**config.mk**
```make
export PLATFORM = sky130hd
export DESIGN_NAME = lpmsc_top
export DESIGN_NICKNAME = d
export VERILOG_FILES = /design/src/rtl/lpmsc_top.v
export VERILOG_INCLUDE_DIRS = /design/src /design/src/shared
export SDC_FILE = /design/constraint.sdc
export NUM_CORES = 1
export LEC_CHECK = 0
export BUFFER_PORTS_ARGS = -buffer_cell sky130_fd_sc_hd__buf_4
export CORE_ASPECT_RATIO = 0.8
export CORE_UTILIZATION = 39
export DETAILED_ROUTE_END_ITERATION = 6
export HOLD_SLACK_MARGIN = 0.15
export PLACE_DENSITY = 0.63
export REMOVE_ABC_BUFFERS = 1
export SYNTH_ARGS = -nofsm -noshare
export SYNTH_HDL_FRONTEND = slang
export SYNTH_SLANG_ARGS = --single-unit
```
**constraint.sdc**
```tcl
create_clock -name aclk -period 2.45 [get_ports aclk]
set_input_delay 0.1225 -clock aclk [delete_from_list [all_inputs] [get_ports aclk]]
set_output_delay 0.1225 -clock aclk [all_outputs]
set_load 0.01 [all_outputs]
```
**src/shared/lpmsc_consts.vh**
```
`ifndef LPMSC_CONSTS_VH
`define LPMSC_CONSTS_VH
`define LPMSC_AW 8
`define LPMSC_OFF_LPC 8'h00
`define LPMSC_OFF_MSA 8'h04
`define LPMSC_OFF_MSB 8'h08
`define LPMSC_OFF_MSC 8'h0C
`define LPMSC_OFF_SBY 8'h10
`define LPMSC_OFF_MODE 8'h14
`define LPMSC_NREG 5
`define LPMSC_IDX_LPC 0
`define LPMSC_IDX_MSA 1
`define LPMSC_IDX_MSB 2
`define LPMSC_IDX_MSC 3
`define LPMSC_IDX_SBY 4
`define LPMSC_RST_LPC 8'h00
`define LPMSC_RST_MSA 8'h3F
`define LPMSC_RST_MSB 8'hFF
`define LPMSC_RST_MSC 8'hFF
`define LPMSC_RST_SBY 8'h00
`define LPMSC_BIT_DIRECT 7
`define LPMSC_BIT_LOW_SPEED 6
`define LPMSC_BIT_SUBCLK_STOP 4
`define LPMSC_BIT_FB_CUT 3
`define LPMSC_BIT_STC_HI 1
`define LPMSC_BIT_STC_LO 0
`define LPMSC_BIT_SBY_SEL 0
`define LPMSC_BIT_TIMER 5
`define LPMSC_BIT_ADC 1
`define LPMSC_BIT_SER0 7
`define LPMSC_BIT_SER1 6
`define LPMSC_BIT_SER2 5
`define LPMSC_BIT_CAN 3
`define LPMSC_MODE_HIGH 3'h0
`define LPMSC_MODE_MEDIUM 3'h1
`define LPMSC_MODE_SUBACT 3'h2
`define LPMSC_MODE_SLEEP 3'h3
`define LPMSC_MODE_SUBSLP 3'h4
`define LPMSC_MODE_STBY 3'h5
`define LPMSC_MODE_WATCH 3'h6
`define LPMSC_RESP_OKAY 2'h0
`define LPMSC_RESP_SLVERR 2'h2
`endif

```
**src/rtl/lpmsc_top.v**
```verilog
// Added by the designer: the AXI4-Lite register port and the register offsets.
`timescale 1ns/1ps
`default_nettype none
`include "lpmsc_consts.vh"
module lpmsc_top (
  input wire aclk,
  input wire aresetn,
  input wire [7:0] s_axi_awaddr,
  input wire s_axi_awvalid,
  output wire s_axi_awready,
  input wire [31:0] s_axi_wdata,
  input wire [3:0] s_axi_wstrb,
  input wire s_axi_wvalid,
  output wire s_axi_wready,
  output wire [1:0] s_axi_bresp,
  output wire s_axi_bvalid,
  input wire s_axi_bready,
  input wire [7:0] s_axi_araddr,
  input wire s_axi_arvalid,
  output wire s_axi_arready,
  output wire [31:0] s_axi_rdata,
  output wire [1:0] s_axi_rresp,
  output wire s_axi_rvalid,
  input wire s_axi_rready,
  input wire sleep_exec,
  input wire wake_event,
  input wire medium_speed_req,
  output wire [2:0] power_mode,
  output wire subclock_enable,
  output wire main_osc_run,
  output wire feedback_resistor_on,
  output wire [1:0] pll_factor,
  output wire timer_unit_stop,
  output wire adc_stop,
  output wire serial0_stop,
  output wire serial1_stop,
  output wire serial2_stop,
  output wire can_stop
);

  localparam NREG = `LPMSC_NREG;
  localparam [2:0] ST_HIGH = `LPMSC_MODE_HIGH;
  localparam [2:0] ST_MEDIUM = `LPMSC_MODE_MEDIUM;
  localparam [2:0] ST_SUBACT = `LPMSC_MODE_SUBACT;
  localparam [2:0] ST_SLEEP = `LPMSC_MODE_SLEEP;
  localparam [2:0] ST_SUBSLP = `LPMSC_MODE_SUBSLP;
  localparam [2:0] ST_STBY = `LPMSC_MODE_STBY;
  localparam [2:0] ST_WATCH = `LPMSC_MODE_WATCH;

  // Reset value and offset of each stored register, packed per index
  localparam [8*NREG-1:0] RST_VEC = {`LPMSC_RST_SBY, `LPMSC_RST_MSC,
    `LPMSC_RST_MSB, `LPMSC_RST_MSA, `LPMSC_RST_LPC};
  localparam [8*NREG-1:0] OFF_VEC = {`LPMSC_OFF_SBY, `LPMSC_OFF_MSC,
    `LPMSC_OFF_MSB, `LPMSC_OFF_MSA, `LPMSC_OFF_LPC};

  // Write channel state
  reg awready_ff;
  reg wready_ff;
  reg bvalid_ff;
  reg [1:0] bresp_ff;
  reg aw_got_ff;
  reg w_got_ff;
  reg [7:0] waddr_ff;
  reg [7:0] wbyte_ff;
  reg wlane_ff;
  reg nxt_aw_got;
  reg nxt_w_got;
  reg nxt_bvalid;

  // Read channel state
  reg arready_ff;
  reg rvalid_ff;
  reg [31:0] rdata_ff;
  reg [1:0] rresp_ff;
  reg [7:0] rd_byte;
  reg rd_hit;

  // Control registers and mode machine
  reg [7:0] creg_ff [0:NREG-1];
  reg [2:0] mode_ff;
  reg [2:0] nxt_mode;
  reg [2:0] ret_mode_ff;
  reg [2:0] nxt_ret_mode;
  reg cut_applied_ff;
  reg osc_run_ff;
  reg fb_on_ff;
  reg subclk_en_ff;
  reg [1:0] pll_ff;

  wire aw_ok;
  wire w_ok;
  wire do_write;
  wire ar_ok;
  wire [NREG-1:0] wr_sel;
  wire wr_hit;
  wire [7:0] lpc;
  wire standby_select_bit;
  wire direct_transition_flag;
  wire low_speed_flag;
  wire active_mode;
  wire osc_mode;
  wire enter_stby;
  wire leave_stby;

  assign aw_ok = s_axi_awvalid & awready_ff;
  assign w_ok = s_axi_wvalid & wready_ff;
  // Address and data may arrive in either order; both must be held
  assign do_write = aw_got_ff & w_got_ff & ~bvalid_ff;
  assign ar_ok = s_axi_arvalid & arready_ff;

  assign lpc = creg_ff[`LPMSC_IDX_LPC];
  assign standby_select_bit = creg_ff[`LPMSC_IDX_SBY][`LPMSC_BIT_SBY_SEL];
  assign direct_transition_flag = lpc[`LPMSC_BIT_DIRECT];
  assign low_speed_flag = lpc[`LPMSC_BIT_LOW_SPEED];

  always @* begin
    nxt_aw_got = aw_got_ff;
    nxt_w_got = w_got_ff;
    nxt_bvalid = bvalid_ff;
    if (aw_ok) begin
      nxt_aw_got = 1'b1;
    end
    if (w_ok) begin
      nxt_w_got = 1'b1;
    end
    if (do_write) begin
      nxt_aw_got = 1'b0;
      nxt_w_got = 1'b0;
      nxt_bvalid = 1'b1;
    end else if (bvalid_ff && s_axi_bready) begin
      nxt_bvalid = 1'b0;
    end
  end

  always @(posedge aclk) begin
    if (!aresetn) begin
      aw_got_ff <= 1'b0;
      w_got_ff <= 1'b0;
      bvalid_ff <= 1'b0;
      awready_ff <= 1'b0;
      wready_ff <= 1'b0;
    end else begin
      aw_got_ff <= nxt_aw_got;
      w_got_ff <= nxt_w_got;
      bvalid_ff <= nxt_bvalid;
      awready_ff <= ~nxt_aw_got & ~nxt_bvalid;
      wready_ff <= ~nxt_w_got & ~nxt_bvalid;
    end
  end

  always @(posedge aclk) begin
    if (!aresetn) begin
      waddr_ff <= 8'h00;
    end else if (aw_ok) begin
      waddr_ff <= {s_axi_awaddr[7:2], 2'b00};
    end
  end

  // Registers are 8 bits in byte lane 0; other lanes are dropped
  always @(posedge aclk) begin
    if (!aresetn) begin
      wbyte_ff <= 8'h00;
      wlane_ff <= 1'b0;
    end else if (w_ok) begin
      wbyte_ff <= s_axi_wdata[7:0];
      wlane_ff <= s_axi_wstrb[0];
    end
  end

  assign wr_hit = |wr_sel | (waddr_ff == `LPMSC_OFF_MODE);

  always @(posedge aclk) begin
    if (!aresetn) begin
      bresp_ff <= `LPMSC_RESP_OKAY;
    end else if (do_write) begin
      bresp_ff <= wr_hit ? `LPMSC_RESP_OKAY : `LPMSC_RESP_SLVERR;
    end
  end

  // Every bit is kept as written, reserved ones included
  genvar gi;
  generate
    for (gi = 0; gi < NREG; gi = gi + 1) begin : g_reg
      assign wr_sel[gi] = (waddr_ff == OFF_VEC[8*gi +: 8]);
      always @(posedge aclk) begin
        if (!aresetn) begin
          creg_ff[gi] <= RST_VEC[8*gi +: 8];
        end else if (do_write && wr_sel[gi] && wlane_ff) begin
          creg_ff[gi] <= wbyte_ff;
        end
      end
    end
  endgenerate

  // Read path
  always @* begin
    rd_byte = 8'h00;
    rd_hit = 1'b1;
    case ({s_axi_araddr[7:2], 2'b00})
      `LPMSC_OFF_LPC: rd_byte = creg_ff[`LPMSC_IDX_LPC];
      `LPMSC_OFF_MSA: rd_byte = creg_ff[`LPMSC_IDX_MSA];
      `LPMSC_OFF_MSB: rd_byte = creg_ff[`LPMSC_IDX_MSB];
      `LPMSC_OFF_MSC: rd_byte = creg_ff[`LPMSC_IDX_MSC];
      `LPMSC_OFF_SBY: rd_byte = creg_ff[`LPMSC_IDX_SBY];
      `LPMSC_OFF_MODE: rd_byte = {3'b000, osc_run_ff, cut_applied_ff,
        mode_ff};
      default: rd_hit = 1'b0;
    endcase
  end

  always @(posedge aclk) begin
    if (!aresetn) begin
      rvalid_ff <= 1'b0;
      arready_ff <= 1'b0;
      rdata_ff <= 32'h00000000;
      rresp_ff <= `LPMSC_RESP_OKAY;
    end else if (ar_ok) begin
      rvalid_ff <= 1'b1;
      arready_ff <= 1'b0;
      rdata_ff <= {24'h000000, rd_byte};
      rresp_ff <= rd_hit ? `LPMSC_RESP_OKAY : `LPMSC_RESP_SLVERR;
    end else if (rvalid_ff) begin
      if (s_axi_rready) begin
        rvalid_ff <= 1'b0;
        arready_ff <= 1'b1;
      end
    end else begin
      arready_ff <= 1'b1;
    end
  end

  assign active_mode = (mode_ff == ST_HIGH) || (mode_ff == ST_MEDIUM);

  // Sleep targets are resolved from flags as they stand at the sleep; a watch exit uses the low-speed flag at the wake
  always @* begin
    nxt_mode = mode_ff;
    nxt_ret_mode = ret_mode_ff;
    case (mode_ff)
      ST_HIGH, ST_MEDIUM: begin
        if (sleep_exec) begin
          nxt_ret_mode = mode_ff;
          if (!standby_select_bit) begin
            nxt_mode = ST_SLEEP;
          end else if (!low_speed_flag) begin
            nxt_mode = ST_STBY;
          end else if (mode_ff == ST_MEDIUM) begin
            // Watch and subactive need high speed; stay safe in standby
            nxt_mode = ST_STBY;
          end else if (direct_transition_flag) begin
            nxt_mode = ST_SUBACT;
          end else begin
            nxt_mode = ST_WATCH;
          end
        end else if (medium_speed_req) begin
          nxt_mode = ST_MEDIUM;
        end else begin
          nxt_mode = ST_HIGH;
        end
      end
      ST_SUBACT: begin
        if (sleep_exec) begin
          nxt_ret_mode = ST_SUBACT;
          if (!standby_select_bit) begin
            nxt_mode = ST_SUBSLP;
          end else if (direct_transition_flag && !low_speed_flag) begin
            nxt_mode = ST_HIGH;
          end else begin
            nxt_mode = ST_WATCH;
          end
        end
      end
      ST_SLEEP: begin
        if (wake_event) begin
          nxt_mode = ret_mode_ff;
        end
      end
      ST_SUBSLP: begin
        if (wake_event) begin
          nxt_mode = ST_SUBACT;
        end
      end
      ST_STBY: begin
        if (wake_event) begin
          nxt_mode = ret_mode_ff;
        end
      end
      ST_WATCH: begin
        if (wake_event) begin
          nxt_mode = low_speed_flag ? ST_SUBACT : ST_HIGH;
        end
      end
      default: begin
        nxt_mode = ST_HIGH;
      end
    endcase
  end

  always @(posedge aclk) begin
    if (!aresetn) begin
      mode_ff <= ST_HIGH;
      ret_mode_ff <= ST_HIGH;
    end else begin
      mode_ff <= nxt_mode;
      ret_mode_ff <= nxt_ret_mode;
    end
  end

  // Main oscillator stops in standby, watch and the subclock modes
  assign osc_mode = (nxt_mode == ST_HIGH) || (nxt_mode == ST_MEDIUM) ||
    (nxt_mode == ST_SLEEP);

  assign enter_stby = (nxt_mode == ST_STBY) && (mode_ff != ST_STBY);
  assign leave_stby = (nxt_mode != ST_STBY) && (mode_ff == ST_STBY);

  // A changed cut setting is deferred so a running crystal is not killed
  always @(posedge aclk) begin
    if (!aresetn) begin
      cut_applied_ff <= 1'b0;
    end else if (enter_stby || leave_stby) begin
      cut_applied_ff <= lpc[`LPMSC_BIT_FB_CUT];
    end
  end

  always @(posedge aclk) begin
    if (!aresetn) begin
      osc_run_ff <= 1'b1;
      fb_on_ff <= 1'b1;
    end else begin
      osc_run_ff <= osc_mode;
      fb_on_ff <= osc_mode & ~cut_applied_ff;
    end
  end

  always @(posedge aclk) begin
    if (!aresetn) begin
      subclk_en_ff <= 1'b1;
    end else begin
      subclk_en_ff <= ~lpc[`LPMSC_BIT_SUBCLK_STOP];
    end
  end

  // The prohibited code is passed on as written; software must avoid it
  always @(posedge aclk) begin
    if (!aresetn) begin
      pll_ff <= 2'b00;
    end else begin
      pll_ff <= {lpc[`LPMSC_BIT_STC_HI], lpc[`LPMSC_BIT_STC_LO]};
    end
  end

  assign s_axi_awready = awready_ff;
  assign s_axi_wready = wready_ff;
  assign s_axi_bvalid = bvalid_ff;
  assign s_axi_bresp = bresp_ff;
  assign s_axi_arready = arready_ff;
  assign s_axi_rvalid = rvalid_ff;
  assign s_axi_rdata = rdata_ff;
  assign s_axi_rresp = rresp_ff;
  assign power_mode = mode_ff;
  assign subclock_enable = subclk_en_ff;
  assign main_osc_run = osc_run_ff;
  assign feedback_resistor_on = fb_on_ff;
  assign pll_factor = pll_ff;
  // Stop outputs are the register bits themselves
  assign timer_unit_stop = creg_ff[`LPMSC_IDX_MSA][`LPMSC_BIT_TIMER];
  assign adc_stop = creg_ff[`LPMSC_IDX_MSA][`LPMSC_BIT_ADC];
  assign serial0_stop = creg_ff[`LPMSC_IDX_MSB][`LPMSC_BIT_SER0];
  assign serial1_stop = creg_ff[`LPMSC_IDX_MSB][`LPMSC_BIT_SER1];
  assign serial2_stop = creg_ff[`LPMSC_IDX_MSB][`LPMSC_BIT_SER2];
  assign can_stop = creg_ff[`LPMSC_IDX_MSC][`LPMSC_BIT_CAN];

endmodule // lpmsc_top
`default_nettype wire

```
==> impl_metrics.json <==
{
  "synth_cell_types": 54,
  "cts_resized": 0,
  "num_antenna_cells": 0,
  "gp_routability_congestion": 0.822,
  "die-area_mm2": 0.0103,
  "cts_buffers": 9,
  "max-slew-margin-rel_pct": 59.2,
  "grt_max_degree": 21,
  "synth-async-reset-ratio_pct": 0,
  "finalCritPeriodShare_pct": 85.3,
  "cts_root_buf": "clkbuf_16",
  "ys.flop_type": "dfxtp_1",
  "fin_tns_setup_ps": 0,
  "crit_buf_inv": 0,
  "htreeDepth": 3,
  "worstSetupStartpointType": "flop",
  "drt_first_pass_iters": 4,
  "cts.sink_count": 84,
  "stdcell_count": 600,
  "final_cell_mix": "72 x buf_4, 68 x nand2_1, 44 x dfxtp_1",
  "syn2layout_area_growth_pct": 26.5,
  "cpMaxStageDelayCell": "dfxtp_1",
  "grt_pass1_wl_mm": 13.8,
  "status": "complete, no violations",
  "critPathCaptureType": "flop",
  "grt_overflow_total": 0,
  "path_max_fanout": 14,
  "drive_gt1_share_pct": 21.8,
  "grt_pass1_vias": 2815,
  "report.final.hold_viol_count": 0,
  "final_net_count": 538,
  "start_util_pct": 40.2,
  "crit_type": "flop to flop",
  "slew_viol_final": 0,
  "ant_nets": 0,
  "io_buffers": 59,
  "clk_pin_slew_worst_paths_ps": 60,
  "synthCells": 383,
  "critPathTopFamily": "simple AND/OR/NAND/NOR gates",
  "seq_area_frac_synth_pct": 54.0,
  "wl_per_cell_um": 14.6,
  "synth_edf_count": 40,
  "synthesis.area_mm2": 0.00386,
  "synth-seq-cells": 84,
  "p_leak_nw": 1.80,
  "antenna_found_initial": 0,
  "clk_latency_ps": 330,
  "rsz0062_at_grt": "no",
  "via_per_inst": 4.86,
  "fin_worst_skew_ps": 6.35,
  "reg2reg_slack_ps": 360,
  "dp_hpwl_mm": 6.01,
  "path_cells": "nor3b_1 -> a32o_1 -> a311oi_2 -> nor4_4 -> mux2i_1 -> o211ai_1",
  "yosys_warnings": 0,
  "final_common_cell": "buf_4",
  "synth.avg_cell_area_um2": 10.1,
  "placed_cells": 559,
  "cp_slowest_stage_delay_ps": 620,
  "final.min_clock_period_ps": 2090,
  "tightest_slew_ps": 609,
  "worstPathRequired_ps": 2660,
  "max_freq_ghz": 0.478,
  "hold_path_class": "input pin to flop",
  "core_mm2": 0.00961,
  "drc": 0,
  "cts_tree": "done",
  "routed_wl_mm": 8.76,
  "cap_viol_max_count": 0,
  "die_h_um": 91.0,
  "grt.total_usage_pct": 17.9,
  "worstPathArrival_ps": 2300,
  "vias": 2918,
  "io_pins": 117,
  "drt-initial-drc-count": 121,
  "p_per_area_mw_per_mm2": 654,
  "clockBufferDepth": 2,
  "dieWidth_um": 113,
  "setup_violations": 0,
  "ir_drop_uv": 453,
  "rows": 32
}
-- per-stage QoR --
step / hold slack (ps) / total power, mW / cell area [um^2] / setup slack [ps] / utilization [%]
after floorplan: 192 / 1.75 / 3660 / 479 / -
after global placement: 348 / 1.90 / 4350 / 461 / 45.3
after detailed placement: 354 / 1.90 / 4350 / 389 / 45.3
after CTS: 182 / 3.22 / 4880 / 374 / 50.8
after global routing: 221 / 3.32 / 4880 / 240 / 50.8
final: 196 / 3.19 / 4880 / 360 / 50.8
-- metal layers --
metal	track usage (%)	share of wire [%]
met1	22.9	46
met2	29.6	48
met3	4.47	4.9
met4	5.70	0.70
met5	0	0
-- cells by family after synthesis --
logic type	Yosys count	share of synthesized area, %
and+or+nand+nor	183	25.6
xor gates and xnor gates	1	0.227
AOI/OAI and AO/OA	67	11.8
DFF	84	54.0
muxes	1	0.259
buffers and inverters	46	8.07
other	1	0.0972
-- timing repair --
item                                   CTS  global route
buffers inserted                         0             0
endpoints found under the hold margin   20             0
hold buffers                            25             0
-- path summary, 6_finish.rpt --
check,from,endpoint,cells after the start
worst max register to register,power_mode[1],cut_applied_ff,6
worst max-delay path,power_mode[1],cut_applied_ff,6
worst min register to register,ret_mode_ff[2],ret_mode_ff[2],2
worst min-delay path,aresetn,s_axi_rvalid,3
-- tightest hold or removal path: stages --
cell and delay, ps:
buf_4 120, clkinv_1 170, a21oi_1 60
-- synthesized netlist by cell type, types with 2 or more instances --
| cell type | instances | area, um^2 |
|---|---|---|
| nand2_1 | 68 | 255 |
| dfxtp_1 | 44 | 881 |
| edfxtp_1 | 40 | 1200 |
| a21oi_1 | 29 | 145 |
| buf_4 | 27 | 203 |
| nor2_1 | 25 | 93.8 |
| and2_1 | 15 | 93.8 |
| or2_1 | 12 | 75.1 |
| nand2b_1 | 9 | 56.3 |
| nand3_1 | 9 | 45.0 |
| o21ai_0 | 8 | 40.0 |
| nand4_1 | 7 | 43.8 |
| or2_2 | 7 | 43.8 |
| a32o_1 | 6 | 60.1 |
| nor3_1 | 6 | 30.0 |
| a221oi_1 | 5 | 43.8 |
| clkbuf_1 | 5 | 18.8 |
| a221o_1 | 4 | 40.0 |
| buf_2 | 4 | 20.0 |
| inv_1 | 4 | 15.0 |
| a22o_1 | 3 | 26.3 |
| a22oi_1 | 3 | 22.5 |
| buf_6 | 3 | 33.8 |
| nand3b_1 | 3 | 22.5 |
| or3_4 | 3 | 33.8 |
| and3_1 | 2 | 12.5 |
| nor2b_1 | 2 | 12.5 |
| nor3_2 | 2 | 20.0 |
| nor3b_2 | 2 | 25.0 |
| or3_1 | 2 | 12.5 |
-- final cells by class --
cell class	instances	area (um^2)
Clock buffer	12	236
Timing Repair Buffer	97	791
Sequential cell	84	2080
Clock inverter	4	42.5
Tap cell	119	149
Fill cell	893	4730
Multi-Input combinational cell	278	1560
Inverter	6	22.5
-- flip-flops by register name (all words and copies together), names as in the netlist --
signal / flops
wbyte_ff: 8
feedback_resistor_on: 1
aw_got_ff: 1
s_axi_wready: 1
s_axi_rresp: 1
waddr_ff: 6
s_axi_rvalid: 1
s_axi_awready: 1
creg_ff: 40
ret_mode_ff: 3
s_axi_rdata: 8
subclock_enable: 1
w_got_ff: 1
s_axi_arready: 1
s_axi_bvalid: 1
wlane_ff: 1
main_osc_run: 1
pll_factor: 2
s_axi_bresp: 1
cut_applied_ff: 1
power_mode: 3
-- power breakdown --
group          internal [mW]  switching, mW
Sequential              1.52         0.0513
Clock                  0.782          0.505
Combinational          0.159          0.180
Total                   2.46          0.736
No activity file was read; power rests on OpenSTA's default activity.
